--- config.mk ---
export PLATFORM = sky130hd
export DESIGN_NAME = pwmuts_top
export DESIGN_NICKNAME = d
export VERILOG_FILES = /design/src/design/pwmuts_pkg.sv /design/src/design/pwmuts_top.sv
export SDC_FILE = /design/constraint.sdc
export NUM_CORES = 1
export LEC_CHECK = 0
export BUFFER_PORTS_ARGS = -buffer_cell sky130_fd_sc_hd__buf_2
export CAP_MARGIN = 40
export CORE_MARGIN = 10
export CORE_UTILIZATION = 43
export CTS_BUF_LIST = sky130_fd_sc_hd__clkbuf_8
export DETAILED_ROUTE_END_ITERATION = 10
export PLACE_DENSITY = 0.65
export SYNTH_ARGS = -nofsm -noshare
export SYNTH_HDL_FRONTEND = slang
export SYNTH_SLANG_ARGS = --single-unit
--- constraint.sdc ---
create_clock -name mclk_in -period 3.16 [get_ports mclk_in]
set_clock_uncertainty 0.05 [all_clocks]
set_input_delay 0.158 -clock mclk_in [delete_from_list [all_inputs] [get_ports mclk_in]]
set_output_delay 0.158 -clock mclk_in [all_outputs]
set_load 0.05 [all_outputs]
--- src/design/pwmuts_pkg.sv ---
// Package of register map, field positions and bus carrier for the update trigger select block
package pwmuts_pkg;

  // ----------------------------------------------------------------
  // Register byte addresses
  // ----------------------------------------------------------------
  localparam logic [11:0] OFS_TRIG_CFG   = 12'h000;
  localparam logic [11:0] OFS_CTRL       = 12'h004;
  localparam logic [11:0] OFS_PERIOD     = 12'h008;
  localparam logic [11:0] OFS_START      = 12'h00C;
  localparam logic [11:0] OFS_GATE       = 12'h010;
  localparam logic [11:0] OFS_STATUS     = 12'h014;
  localparam logic [11:0] OFS_MATCH_BASE = 12'h020;
  localparam int          MATCH_STRIDE   = 4;
  localparam int          ADDR_W         = 12;

  // ----------------------------------------------------------------
  // Field positions of update_trigger_config
  // ----------------------------------------------------------------
  localparam int BIT_SOFT_REQ   = 7;
  localparam int BIT_HW2_EN     = 6;
  localparam int BIT_HW1_EN     = 5;
  localparam int BIT_HW0_EN     = 4;
  localparam int BIT_GATE_SEL   = 3;
  localparam int BIT_RESTART    = 2;
  localparam int BIT_TOP_LOAD   = 1;
  localparam int BIT_BOTTOM_LD  = 0;
  localparam int CFG_W          = 8;
  localparam int HW_LSB         = 4;
  localparam int N_HW           = 3;

  // ----------------------------------------------------------------
  // Field positions of the control register
  // ----------------------------------------------------------------
  localparam int CBIT_RESTRICT  = 0;
  localparam int CBIT_ENHANCED  = 1;
  localparam int CBIT_CNT_EN    = 2;
  localparam int CTRL_W         = 3;

  // ----------------------------------------------------------------
  // Reset values
  // ----------------------------------------------------------------
  localparam logic [CFG_W-1:0]  CFG_RST  = 8'h00;
  localparam logic [CTRL_W-1:0] CTRL_RST = 3'h0;
  localparam logic [31:0]       ZERO32   = 32'h0000_0000;

  // ----------------------------------------------------------------
  // APB request carrier
  // ----------------------------------------------------------------
  typedef struct packed {
    logic              psel;
    logic              penable;
    logic              pwrite;
    logic [ADDR_W-1:0] paddr;
    logic [31:0]       pwdata;
  } pwmuts_apb_req_t;

endpackage : pwmuts_pkg

--- src/design/pwmuts_top.sv ---
// Update trigger selection for a buffered PWM timer, with APB register access
//
// The implementer's own choices: the APB interface to the registers and the address map.
`timescale 1ns/1ps

// How it works
// A sync event copies buffers into period, match, gate and may restart counter.
// Config bit 7 written 1 raises a software sync trigger; 0 leaves it unselected.
// Config bit 6 enables rising edges of hardware trigger 2 as a source.
// Config bit 5 enables rising edges of hardware trigger 1 as a source.
// Config bit 4 enables rising edges of hardware trigger 0 as a source.
// Bit 3 clear loads gate every clock; set loads gate only on sync.
// Bit 2 set, enhanced off: counter restarts at start value on trigger.
// Bit 1 set makes counter reaching period limit a loading point.
// Bit 0 set makes counter reaching start value a loading point.
// Config bits 31 to 8 are read-only and read as zero.
// Loading points update period, start and all match values together.
// Software should not mix software and hardware triggers with enhanced off.
// Software should not mix loading points with hardware triggers, enhanced off.
// Routing restricted: software feeds period/match, hardware feeds gate/counter.
// Any one enabled, detected trigger counts as a sync trigger.
module pwmuts_top #(
  parameter int CNT_W = 16,
  parameter int N_CH  = 8
) (
  // Clock and reset
  input  wire logic                    mclk_in,
  input  wire logic                    rst_in,
  // APB slave
  input  wire logic                    psel_in,
  input  wire logic                    penable_in,
  input  wire logic                    pwrite_in,
  input  wire logic [11:0]             paddr_in,
  input  wire logic [31:0]             pwdata_in,
  output logic                         pready_out,
  output logic                         pslverr_out,
  output logic [31:0]                  prdata_out,
  // Hardware trigger pins
  input  wire logic [2:0]              hw_trig_in,
  // Active timer values
  output logic [CNT_W-1:0]             counter_out,
  output logic [CNT_W-1:0]             period_limit_out,
  output logic [CNT_W-1:0]             start_value_out,
  output logic [N_CH*CNT_W-1:0]        match_value_out,
  output logic [N_CH-1:0]              output_gate_out,
  // Event pulses
  output logic                         sync_update_out,
  output logic                         counter_restart_out
);

  // ----------------------------------------------------------------
  // State
  // ----------------------------------------------------------------
  typedef struct packed {
    logic [pwmuts_pkg::CFG_W-1:0]  cfg;
    logic [pwmuts_pkg::CTRL_W-1:0] ctrl;
    logic [CNT_W-1:0]              period_buf;
    logic [CNT_W-1:0]              start_buf;
    logic [N_CH-1:0]               gate_buf;
    logic [N_CH-1:0][CNT_W-1:0]    match_buf;
    logic [CNT_W-1:0]              period;
    logic [CNT_W-1:0]              start;
    logic [N_CH-1:0][CNT_W-1:0]    match;
    logic [N_CH-1:0]               gate;
    logic [CNT_W-1:0]              cnt;
    logic                          reg_pend;
    logic                          sw_event;
    logic [pwmuts_pkg::N_HW-1:0]   hw_s1;
    logic [pwmuts_pkg::N_HW-1:0]   hw_s2;
    logic [pwmuts_pkg::N_HW-1:0]   hw_s3;
    logic [pwmuts_pkg::N_HW-1:0]   hw_lvl;
    logic                          pready;
    logic                          pslverr;
    logic [31:0]                   prdata;
    logic                          sync_pulse;
    logic                          restart_pulse;
  } pwmuts_state_t;

  pwmuts_state_t            s_r;
  pwmuts_state_t            s_nxt;
  pwmuts_pkg::pwmuts_apb_req_t req;

  assign req.psel    = psel_in;
  assign req.penable = penable_in;
  assign req.pwrite  = pwrite_in;
  assign req.paddr   = paddr_in;
  assign req.pwdata  = pwdata_in;

  // ----------------------------------------------------------------
  // Address decode helpers
  // ----------------------------------------------------------------
  // Returns channel index plus one for a match buffer address, else zero
  function automatic int match_slot(input logic [11:0] addr);
    int slot;
    slot = 0;
    for (int i = 0; i < N_CH; i++) begin
      if (addr == pwmuts_pkg::OFS_MATCH_BASE + 12'(i * pwmuts_pkg::MATCH_STRIDE)) begin
        slot = i + 1;
      end
    end
    return slot;
  endfunction : match_slot

  function automatic logic is_mapped(input logic [11:0] addr);
    return (addr == pwmuts_pkg::OFS_TRIG_CFG) || (addr == pwmuts_pkg::OFS_CTRL) ||
           (addr == pwmuts_pkg::OFS_PERIOD)   || (addr == pwmuts_pkg::OFS_START) ||
           (addr == pwmuts_pkg::OFS_GATE)     || (addr == pwmuts_pkg::OFS_STATUS) ||
           (match_slot(addr) != 0);
  endfunction : is_mapped

  // ----------------------------------------------------------------
  // Next-state logic
  // ----------------------------------------------------------------
  always_comb begin
    logic                        acc;
    logic                        wr_commit;
    logic [31:0]                 rd;
    int                          slot;
    logic                        enh;
    logic                        restrict_rt;
    logic [pwmuts_pkg::N_HW-1:0] hw_en;
    logic [pwmuts_pkg::N_HW-1:0] hw_rise;
    logic                        hw_fire;
    logic                        sw_fire;
    logic                        reg_trig;
    logic                        cnt_trig;
    logic                        top_pt;
    logic                        bottom_pt;
    logic                        any_pt_en;
    logic                        reg_load;
    logic                        restart;
    logic [CNT_W-1:0]            new_start;
    acc         = 1'b0;
    wr_commit   = 1'b0;
    rd          = pwmuts_pkg::ZERO32;
    slot        = 0;
    enh         = 1'b0;
    restrict_rt = 1'b0;
    hw_en       = '0;
    hw_rise     = '0;
    hw_fire     = 1'b0;
    sw_fire     = 1'b0;
    reg_trig    = 1'b0;
    cnt_trig    = 1'b0;
    top_pt      = 1'b0;
    bottom_pt   = 1'b0;
    any_pt_en   = 1'b0;
    reg_load    = 1'b0;
    restart     = 1'b0;
    new_start   = '0;
    s_nxt       = s_r;

    // ----------------------------------------------------------------
    // Trigger pin synchronisers
    // ----------------------------------------------------------------
    // Three stages; level moves only when stages two and three agree
    s_nxt.hw_s1 = hw_trig_in;
    s_nxt.hw_s2 = s_r.hw_s1;
    s_nxt.hw_s3 = s_r.hw_s2;
    for (int i = 0; i < pwmuts_pkg::N_HW; i++) begin
      if (s_r.hw_s2[i] == s_r.hw_s3[i]) begin
        s_nxt.hw_lvl[i] = s_r.hw_s3[i];
      end
    end
    hw_rise = s_nxt.hw_lvl & ~s_r.hw_lvl;

    // ----------------------------------------------------------------
    // Trigger selection
    // ----------------------------------------------------------------
    enh         = s_r.ctrl[pwmuts_pkg::CBIT_ENHANCED];
    restrict_rt = s_r.ctrl[pwmuts_pkg::CBIT_RESTRICT] && !enh;
    // Trigger 2 enable
    // Trigger 1 enable
    // Trigger 0 enable
    hw_en   = s_r.cfg[pwmuts_pkg::BIT_HW2_EN:pwmuts_pkg::HW_LSB];
    // Any source fires
    hw_fire = |(hw_rise & hw_en);
    // Software trigger event
    sw_fire = s_r.sw_event;
    // Restricted routing
    if (restrict_rt) begin
      reg_trig = sw_fire;
      cnt_trig = hw_fire;
    end else begin
      reg_trig = sw_fire || hw_fire;
      cnt_trig = sw_fire || hw_fire;
    end

    // ----------------------------------------------------------------
    // Loading points
    // ----------------------------------------------------------------
    // Top loading point
    top_pt    = s_r.cfg[pwmuts_pkg::BIT_TOP_LOAD] && (s_r.cnt == s_r.period);
    // Bottom loading point
    bottom_pt = s_r.cfg[pwmuts_pkg::BIT_BOTTOM_LD] && (s_r.cnt == s_r.start);
    any_pt_en = s_r.cfg[pwmuts_pkg::BIT_TOP_LOAD] || s_r.cfg[pwmuts_pkg::BIT_BOTTOM_LD];
    // Without a loading point the update is applied at the trigger itself
    reg_load  = (reg_trig || s_r.reg_pend) && (!any_pt_en || top_pt || bottom_pt);
    if (reg_load) begin
      s_nxt.reg_pend = 1'b0;
    end else if (reg_trig) begin
      s_nxt.reg_pend = 1'b1;
    end

    // Synchronized buffer copy
    // All values at once
    if (reg_load) begin
      s_nxt.period = s_r.period_buf;
      s_nxt.start  = s_r.start_buf;
      s_nxt.match  = s_r.match_buf;
    end
    new_start = reg_load ? s_r.start_buf : s_r.start;

    // Gate load select
    if (!s_r.cfg[pwmuts_pkg::BIT_GATE_SEL]) begin
      s_nxt.gate = s_r.gate_buf;
    end else if (cnt_trig) begin
      s_nxt.gate = s_r.gate_buf;
    end

    // ----------------------------------------------------------------
    // Counter
    // ----------------------------------------------------------------
    // Restart on trigger
    restart = cnt_trig && s_r.cfg[pwmuts_pkg::BIT_RESTART] && !enh;
    if (restart) begin
      s_nxt.cnt = new_start;
    end else if (s_r.ctrl[pwmuts_pkg::CBIT_CNT_EN]) begin
      s_nxt.cnt = (s_r.cnt == s_r.period) ? new_start : s_r.cnt + CNT_W'(1);
    end
    s_nxt.sync_pulse    = reg_load || (cnt_trig && s_r.cfg[pwmuts_pkg::BIT_GATE_SEL]);
    s_nxt.restart_pulse = restart;

    // Soft request bit falls once its update is applied
    s_nxt.sw_event = 1'b0;
    if (reg_load || (restrict_rt == 1'b0 && sw_fire && !any_pt_en)) begin
      s_nxt.cfg[pwmuts_pkg::BIT_SOFT_REQ] = 1'b0;
    end

    // ----------------------------------------------------------------
    // APB slave
    // ----------------------------------------------------------------
    // One wait state: pready rises in the second access cycle
    acc       = req.psel && req.penable;
    wr_commit = acc && s_r.pready && req.pwrite && !s_r.pslverr;
    slot      = match_slot(req.paddr);
    s_nxt.pready  = acc && !s_r.pready;
    s_nxt.pslverr = acc && !s_r.pready && !is_mapped(req.paddr);
    // Upper bits read zero
    case (req.paddr)
      pwmuts_pkg::OFS_TRIG_CFG: rd = {24'h00_0000, s_r.cfg};
      pwmuts_pkg::OFS_CTRL:     rd = 32'(s_r.ctrl);
      pwmuts_pkg::OFS_PERIOD:   rd = 32'(s_r.period_buf);
      pwmuts_pkg::OFS_START:    rd = 32'(s_r.start_buf);
      pwmuts_pkg::OFS_GATE:     rd = 32'(s_r.gate_buf);
      pwmuts_pkg::OFS_STATUS:   rd = {15'h0000, s_r.reg_pend, 16'(s_r.cnt)};
      default: begin
        rd = (slot != 0) ? 32'(s_r.match_buf[slot-1]) : pwmuts_pkg::ZERO32;
      end
    endcase
    s_nxt.prdata = (acc && !s_r.pready && !req.pwrite) ? rd : pwmuts_pkg::ZERO32;

    if (wr_commit) begin
      case (req.paddr)
        pwmuts_pkg::OFS_TRIG_CFG: begin
          s_nxt.cfg[pwmuts_pkg::BIT_SOFT_REQ-1:0] =
            req.pwdata[pwmuts_pkg::BIT_SOFT_REQ-1:0];
          // Writing one requests
          if (req.pwdata[pwmuts_pkg::BIT_SOFT_REQ]) begin
            s_nxt.cfg[pwmuts_pkg::BIT_SOFT_REQ] = 1'b1;
            s_nxt.sw_event                       = 1'b1;
          end
        end
        pwmuts_pkg::OFS_CTRL:   s_nxt.ctrl       = req.pwdata[pwmuts_pkg::CTRL_W-1:0];
        pwmuts_pkg::OFS_PERIOD: s_nxt.period_buf = req.pwdata[CNT_W-1:0];
        pwmuts_pkg::OFS_START:  s_nxt.start_buf  = req.pwdata[CNT_W-1:0];
        pwmuts_pkg::OFS_GATE:   s_nxt.gate_buf   = req.pwdata[N_CH-1:0];
        default: begin
          if (slot != 0) begin
            s_nxt.match_buf[slot-1] = req.pwdata[CNT_W-1:0];
          end
        end
      endcase
    end
  end

  // ----------------------------------------------------------------
  // State register
  // ----------------------------------------------------------------
  always_ff @(posedge mclk_in) begin
    if (rst_in) begin
      s_r      <= '0;
    end else begin
      s_r <= s_nxt;
    end
  end

  // ----------------------------------------------------------------
  // Outputs
  // ----------------------------------------------------------------
  assign pready_out          = s_r.pready;
  assign pslverr_out         = s_r.pslverr;
  assign prdata_out          = s_r.prdata;
  assign counter_out         = s_r.cnt;
  assign period_limit_out    = s_r.period;
  assign start_value_out     = s_r.start;
  assign match_value_out     = s_r.match;
  assign output_gate_out     = s_r.gate;
  assign sync_update_out     = s_r.sync_pulse;
  assign counter_restart_out = s_r.restart_pulse;

endmodule : pwmuts_top

**After elaboration in Yosys (flattened, before gate mapping)**

Index checks and enable logic that the tools add are counted.

- Bits in registers: 413
- Bits of input ports: 52
- Output and inout port bits: 220
- Logic and storage cells: 156

- Add/subtract/negate cells: 2
- Magnitude comparators: 2
- Eq/ne operators: 19
- Multiplexer cells: 38
- Bitwise gates (word level): 8
- Reduce and logical (&&, ||, !) cells: 50

Operators by type and width:

| kind | number |
|---|---|
| 128-bit 2-to-1 mux | 2 |
| 32-bit 2-to-1 mux | 7 |
| 179-bit 2-to-1 mux | 1 |
| 16-bit 2-to-1 mux | 10 |
| 128-bit bitwise mux | 1 |
| 17-bit case mux with 6 select lines | 1 |
| 12-bit by 6-bit equality test with 1-bit output (second input constant) | 8 |
| 16-bit binary-select mux with 3-bit select | 1 |
| 16-bit demux with 3-bit select | 1 |
| 16-bit equality test | 2 |
| 32-bit by 1-bit >= comparator with 1-bit output (second input constant) | 1 |
| 32-bit by 5-bit < comparator with 1-bit output (second input constant) | 1 |
| 8-bit 2-to-1 mux | 4 |
| 32-bit nonzero test | 1 |
| 32-bit by 2-bit subtractor with 32-bit output (second input constant) | 1 |
| 12-bit by 4-bit equality test with 1-bit output (second input constant) | 2 |
| 12-bit by 5-bit equality test with 1-bit output (second input constant) | 2 |
| 1-bit logical AND | 17 |
| 16-bit by 1-bit adder with 16-bit output (second input constant) | 1 |
| 1-bit logical OR | 13 |
| 12-bit by 3-bit equality test with 1-bit output (second input constant) | 1 |
| 12-bit zero test | 1 |
| 2-bit AND reduction | 5 |
| 1-bit 2-to-1 mux | 9 |
| other kinds (12) | 26 |

**Depth between registers and ports, before layout**

Gate-level depths: netlist (run 1).

- Depth in word-level cells: 18
- Gate-level depth with buffers: 14
- Mapped depth without buffers: 12

**Worst setup path before layout (run 1)**

Ideal clock, no wire load.

- Kind: input to register
- Start point: in paddr_in[11]
- End point: reg (tool-made name)
- Library setup time: 0.128 ns
- Arrival: 2.947 ns
- Data required time: 2.982 ns
- Path slack: 0.036 ns
- Stages on the path: 12
- Path buffers: 5
- Cells stage by stage: nor4_4 > and3_1 > and2b_1 > buf_4 > buf_2 > ha_1 > clkbuf_1 > clkbuf_1 > nand3_1 > buf_2 > mux2i_1 > nor2_1

RTL lines:

| element | line | text |
|---|---|---|
| start: declaration | pwmuts_top.sv:33 | `input wire logic [11:0] paddr_in,` |

**Worst setup path after layout (run 1)**

- Start point: reg s_r, in the netlist counter_out[11]
- End point: reg s_r, in the netlist match_value_out[33]

- Longest elaborated chain between the ends: 5
- Elaborated cells on any way between the ends: 7
- Those cells by class: 2 x eq/ne; 5 x reduce/logical

Ends and longest elaborated chain:

| element | line | text |
|---|---|---|
| start: declaration | pwmuts_top.sv:79 | `pwmuts_state_t s_r;` |
| start signal: assignment | pwmuts_top.sv:294 | `s_r <= s_nxt;` |
| 16-bit equality test | pwmuts_top.sv:193 | `top_pt = s_r.cfg[pwmuts_pkg::BIT_TOP_LOAD] && (s_r.cnt == s_r.period);` |
| 1-bit logical AND | pwmuts_top.sv:193 |  |
| 1-bit logical OR | pwmuts_top.sv:198 | `reg_load = (reg_trig \|\| s_r.reg_pend) && (!any_pt_en \|\| top_pt \|\| bottom_pt);` |
| 1-bit logical OR * | pwmuts_top.sv:198 |  |
| 1-bit logical AND * | pwmuts_top.sv:198 |  |

Every way passes the cells marked *; elsewhere a longest branch is shown, timed or not.
A chain may end at the register's enable or synchronous reset.

==> flow_summary_export.csv, run 1 <==
group,metric,value,unit
die,core_region_area,41000,um2
cells_and_area,antenna_cells,0,
sta,rsz0062_at_grt,"no",
worst_setup_path,worst_path_most_repeated_cell,"buf_12",
flow_run,maxCapViolCount,0,
drt,wl,54400,um
clock_tree,root_buffer,"clkbuf_8",
clock_tree,numCtsBuffers,69,
worst_setup_path,path_class,"reg2reg",
clock_tree,ctsLongestPathBuffers,3,
sta,worstMarginPinSlew,1.10,ns
drt,vias,13000,
placement,port_buffers,240,
yosys,synth_common_cells,"dfxtp_1 (398), nor2_1 (337), mux2i_1 (333)",
clock_tree,cts_post_setup_buffers_inserted,0,
cells_and_area,drive_gt1_frac,0.225,
drt,drt_iter0_drc,1230,
cells_and_area,syn_to_final_growth,11.1,%
drt,via_per_inst,5.23,
clock_tree,cts_tree,"yes",
die,dieArea,50300,um2
sta,timing.fmax,340,MHz
outcome,status,"finished, final reports clean",
clock_tree,clk_pin_slew,0.06,ns
worst_setup_path,rr_worst_depth,9,
worst_setup_path,r2r_start,"counter_out[11]$_SDFFE_PP0P_",
worst_hold_path,min-delay-start,"paddr_in[5]",
worst_setup_path,crit_fanout,29,
die,rows,74,
grt,grt_pass1_vias,12700,
yosys,synth_cell_types,62,
yosys,postSynth.asyncResetShare,0,
yosys,synth.most_common_cell,"dfxtp_1",
yosys,synth_area_per_cell,9.68,um2
die,ios,272,
sta,period_needed,2.95,ns
yosys,syn_area,17900,um2
yosys,yosys.area.top_type_share,0.444,
sta,tns,0,ns
drt,dr.pass1.iters,6,
grt,antenna_found_initial,1,
sta,drv_slew,0,
clock_tree,cts.sinks,398,
drt,drtAntennaViolNets,0,
sta,setup_ws,0.215,ns
yosys,ys_seq_area_frac,0.444,
sta,finalSetupViolCount,0,
sta,fin_crit_sh,0.932,
die,start_util,0.437,
yosys,synth_seq_cells,398,
worst_setup_path,end_kind,"flop",
grt,grt_util_all_layers,0.208,
drt,route.detailed.drc,0,
worst_setup_path,reg2reg_to,"match_value_out[33]$_SDFFE_PP0P_",
placement,dpl_worst_slack,0.106,ns
worst_setup_path,slowest_stage,"dfxtp_1",
clock_tree,cts_resized,0,
worst_setup_path,slowest_delay,0.52,ns
cells_and_area,utilization,0.486,
clock_tree,h-tree-depth,3,
die,die_w,224,um
placement,place_congestion,0.930,
yosys,ys.flop_type,"dfxtp_1",
grt,gr-total-overflow,0,
yosys,yosys_warnings,0,
power,leakage,0.00808,uW
drt,wl_per_cell,21.8,um
worst_setup_path,worstPathArrival,3.35,ns
sta,hold_viol_final,0,
power,ir_worst_vdd,0.417,mV
yosys,synth_edf_count,0,
power,power.density,500,nW/um2
sta,hold_slack,0.0951,ns
yosys,syn_inst,1854,
cells_and_area,finalInstanceArea,19900,um2
grt,grt_first_pass_wirelength,80300,um
sta,maxSlewHeadroom,0.265,
yosys,yosys.area.top_type,"dfxtp_1",
placement,place_hpwl,39200,um
worst_hold_path,holdPathEnd,"pslverr_out$_SDFF_PP0_",
worst_hold_path,whs_path_depth,4,
worst_setup_path,worstPathRequired,3.57,ns
worst_setup_path,path_cells,"xnor2_1 -> nand4_1 -> nor4_1 -> nand3_1 -> a31oi_4 -> buf_12 -> buf_12 -> mux2i_1 -> nor2_1",
die,dieHeight,224,um
grt,grt_max_degree,219,
placement,place_area,18300,um2
cells_and_area,fin_nets,1970,
worst_setup_path,startpoint_type,"flop",
yosys,synth_area_leaders,"dfxtp_1 (44%), mux2i_1 (19%), buf_4 (9.4%)",
clock_tree,clock_latency,0.61,ns
worst_setup_path,rrSetupSlack,0.21,ns
worst_hold_path,hp-class,"in2reg",
## kinds of logic after synthesis
group,Yosys count,share of synthesized area
flops,398,0.444
xor+xnor,33,0.0172
fa+ha+maj,5,0.00349
buf+inv,356,0.125
simple gates,551,0.133
mux,365,0.225
compound gates,145,0.0522
other cells,1,0.000209
## timing repair
action,CTS,global route
endpoints found under the setup margin,0,0
hold buffers,28,0
hold endpoints to repair,181,0
## power breakdown
part / switching [uW] / internal (uW)
clock: 2090 / 2550
combinational: 226 / 67.5
sequential: 3.26 / 5020
## critical path: cells and delay by family, from the launching register on
family | cells | cell delay (ns)
mux | 1 | 0.25
simple gates | 4 | 0.96
xor+xnor | 1 | 0.16
buf+inv | 2 | 0.49
compound gates | 1 | 0.32
flops | 1 | 0.52
## per-layer routing
| metal | part of all wire | routed length, um | global-route usage | vias to the layer above |
|---|---|---|---|---|
| li1 | - | - | - | 6203 |
| met2 | 0.47 | 25800 | 0.343 | 453 |
| met5 | 0 | 0 | 0 | - |
| met3 | 0.070 | 3830 | 0.0515 | 82 |
| met4 | 0.024 | 1280 | 0.0658 | 0 |
| met1 | 0.43 | 23500 | 0.264 | 6298 |
## final cells by class
type / instances / area [um2]
clock buffers: 84 / 1160
clock inverters: 33 / 199
fillers: 3854 / 21100
inverters: 7 / 26.3
multi-input cells: 1114 / 7810
flip-flops and latches: 398 / 7970
well taps: 532 / 666
repair buffers: 323 / 2110
## placed cells by master (no fill, tap or decap), types with 9 or more instances in the layout
cell,Yosys,layout
mux4_2,30,30
dlygate4sd3_1,0,28
nor2_1,337,337
mux2i_1,333,333
xnor2_1,32,32
buf_12,0,15
nand3_1,23,23
a222oi_1,10,10
dfxtp_1,398,398
nand4_1,10,10
nand2_1,106,106
nor3_1,12,12
nand2b_1,9,9
a21oi_1,47,47
nor2b_1,15,14
conb_1,1,15
a22oi_1,10,10
o22ai_1,22,22
buf_2,35,239
inv_1,6,30
clkbuf_8,0,84
buf_4,225,39
o21ai_0,19,19
## through the flow
step / std cells / total power [uW]
final: 2491 / 9960
after global routing: 2491 / 10300
after CTS: 2491 / 10100
after detailed placement: 2346 / 5400
after global placement: 2345 / 5390
after floorplan: 1868 / 5320
## worst max-delay path by stage
stage / startpoint / endpoint / slack [ns] / cells after the start
2_1_floorplan: paddr_in[11] / flop / 0.04 / 12
3_3_place_gp: paddr_in[7] / flop / 0.19 / 12
3_5_place_dp: paddr_in[7] / flop / 0.11 / 12
4_1_cts: counter_out[11]$_SDFFE_PP0P_ / match_value_out[33]$_SDFFE_PP0P_ / 0.19 / 9
5_1_grt: counter_out[11]$_SDFFE_PP0P_ / match_value_out[33]$_SDFFE_PP0P_ / 0.08 / 9
6_report: counter_out[11]$_SDFFE_PP0P_ / match_value_out[33]$_SDFFE_PP0P_ / 0.21 / 9
Note: power is estimated with default switching activity, not from simulation.
==> run 2: changes to the inputs <==
--- a/config.mk
+++ b/config.mk
@@ -9,7 +9,8 @@
 export CAP_MARGIN = 40
 export CORE_MARGIN = 10
 export CORE_UTILIZATION = 43
-export CTS_BUF_LIST = sky130_fd_sc_hd__clkbuf_8
+export CTS_BUF_LIST = sky130_fd_sc_hd__clkbuf_16
+export CTS_CLUSTER_DIAMETER = 100
 export DETAILED_ROUTE_END_ITERATION = 10
 export PLACE_DENSITY = 0.65
 export SYNTH_ARGS = -nofsm -noshare
==> run 2 against run 1 <==
Clock-buffer cell count fell by 42. Critical path depth is the same. Register-to-register slack improved by 0.03 ns. Design area decreased by 0.23%. Cell count is 1.7% lower. Power up 1.2%. First-iteration DRC count is 11% lower. Worst hold slack worse by 0.044 ns. Die area unchanged. Non-clock buffer count unchanged. Sequential power about the same. Critical endpoint is now match_value_out[56]$_SDFFE_PP0P_. Largest power group unchanged.
==> flow_summary_export.csv, run 2 (synthesis gave the netlist of run 1 again) <==
group,metric,value,unit
outcome,status,"finished, final reports clean",
cells_and_area,syn_to_final_growth,10.8,%
grt,grt_use_met1,0.266,
clock_tree,clock_latency,0.58,ns
drt,wl_per_cell,21.9,um
sta,rsz0062_at_grt,"no",
sta,hold_slack,0.0512,ns
sta,worstMarginPinSlew,1.11,ns
drt,vias,13000,
sta,timing.fmax,343,MHz
cells_and_area,drive_gt1_frac,0.214,
sta,period_needed,2.92,ns
grt,busiest_layer,"met2",
die,start_util,0.437,
worst_setup_path,startpoint_type,"flop",
worst_setup_path,rr_worst_depth,9,
worst_hold_path,holdPathEnd,"pslverr_out$_SDFF_PP0_",
grt,grt_max_degree,219,
clock_tree,cts_tree,"yes",
drt,via_per_inst,5.30,
clock_tree,root_buffer,"clkbuf_16",
worst_setup_path,r2r_start,"counter_out[11]$_SDFFE_PP0P_",
worst_hold_path,hp-class,"in2reg",
worst_setup_path,end_kind,"flop",
flow_run,maxCapViolCount,0,
grt,use_met2,0.339,
die,core_region_area,41000,um2
drt,drtAntennaViolNets,0,
sta,drv_slew,0,
worst_setup_path,worstPathArrival,3.28,ns
clock_tree,cts_post_setup_buffers_inserted,0,
cells_and_area,layout_common_cells,"dfxtp_1 (398), nor2_1 (337), mux2i_1 (333), buf_2 (239), nand2_1 (106)",
worst_setup_path,path_class,"reg2reg",
drt,drt_iter0_drc,1095,
sta,maxSlewHeadroom,0.257,
clock_tree,h-tree-depth,2,
worst_setup_path,worstPathRequired,3.53,ns
grt,grt_first_pass_wirelength,79500,um
sta,hold_viol_final,0,
worst_setup_path,reg2reg_to,"match_value_out[56]$_SDFFE_PP0P_",
clock_tree,numCtsBuffers,42,
placement,port_buffers,240,
die,dieHeight,224,um
die,ios,272,
power,ir_worst_vdd,0.401,mV
clock_tree,ctsLongestPathBuffers,3,
grt,grt_use_met3,0.0383,
grt,grt_util_all_layers,0.206,
worst_setup_path,rrSetupSlack,0.24,ns
clock_tree,hold_buffers,28,
placement,place_congestion,0.930,
die,dieArea,50300,um2
worst_hold_path,min-delay-start,"paddr_in[4]",
drt,route.detailed.drc,0,
cells_and_area,utilization,0.485,
sta,tns,0,ns
drt,wl,53700,um
cells_and_area,final_common_cell,"dfxtp_1",
power,leakage,0.00796,uW
clock_tree,cts.sinks,398,
sta,fin_crit_sh,0.923,
die,rows,74,
worst_setup_path,crit_fanout,31,
worst_setup_path,cp-startpoint,"counter_out[11]$_SDFFE_PP0P_",
power,power.density,507,nW/um2
grt,antenna_found_initial,0,
drt,dr.pass1.iters,5,
sta,finalSetupViolCount,0,
die,die_w,224,um
grt,gr-total-overflow,0,
clock_tree,clk_pin_slew,0.06,ns
worst_hold_path,whs_path_depth,4,
placement,place_hpwl,39200,um
cells_and_area,antenna_cells,0,
grt,grt_pass1_vias,12400,
cells_and_area,fin_nets,1943,
clock_tree,cts_resized,0,
## run 2: layer usage
layer  vias to the layer above  wire length [um]
li1                       6152                 -
met1                      6316             23700
met2                       432             25400
met3                        71              3240
met4                         0              1380
met5                         -                 0
## run 2: final cells by class
class,count,area (um2)
Inverter,7,26.3
Clock inverter,32,259
Tap cell,532,666
Sequential cell,398,7970
Clock buffer,42,1050
Fill cell,3817,21100
Multi-Input combinational cell,1114,7810
Timing Repair Buffer,323,2110
## run 2: stage by stage
stage / worst slack [ns] / instance area [um2] / instances / power, uW
finish: 0.245 / 19900 / 2448 / 10100
global placement: 0.186 / 18300 / 2345 / 5390
detailed placement: 0.106 / 18300 / 2346 / 5400
global route: 0.0723 / 19900 / 2448 / 10400
CTS: 0.199 / 19900 / 2448 / 10200
floorplan: 0.0355 / 18000 / 1868 / 5320
## run 2: power breakdown
part           internal [uW]  switching (uW)  leakage (uW)  total [uW]
Clock                   2680            2080      0.000652        4760
Sequential              5020            3.25       0.00321        5030
Combinational           67.6             226       0.00410         294
## run 2: worst max-delay path, stage by stage, from the launching register on
cell and delay [ns]:
dfxtp_1 0.53, xnor2_1 0.16, nand4_1 0.19, nor4_1 0.45, nand3_1 0.23, a31oi_4 0.32, buf_12 0.23, buf_12 0.25
mux2i_1 0.22, nor2_1 0.06
## run 2: how the worst max path moves through the flow
stage | endpoint | slack [ns] | cells past startpoint
floorplan | flop | 0.04 | 12
global placement | flop | 0.19 | 12
detailed placement | flop | 0.11 | 12
CTS | match_value_out[18]$_SDFFE_PP0P_ | 0.20 | 9
global route | match_value_out[59]$_SDFFE_PP0P_ | 0.07 | 9
finish | match_value_out[56]$_SDFFE_PP0P_ | 0.24 | 9
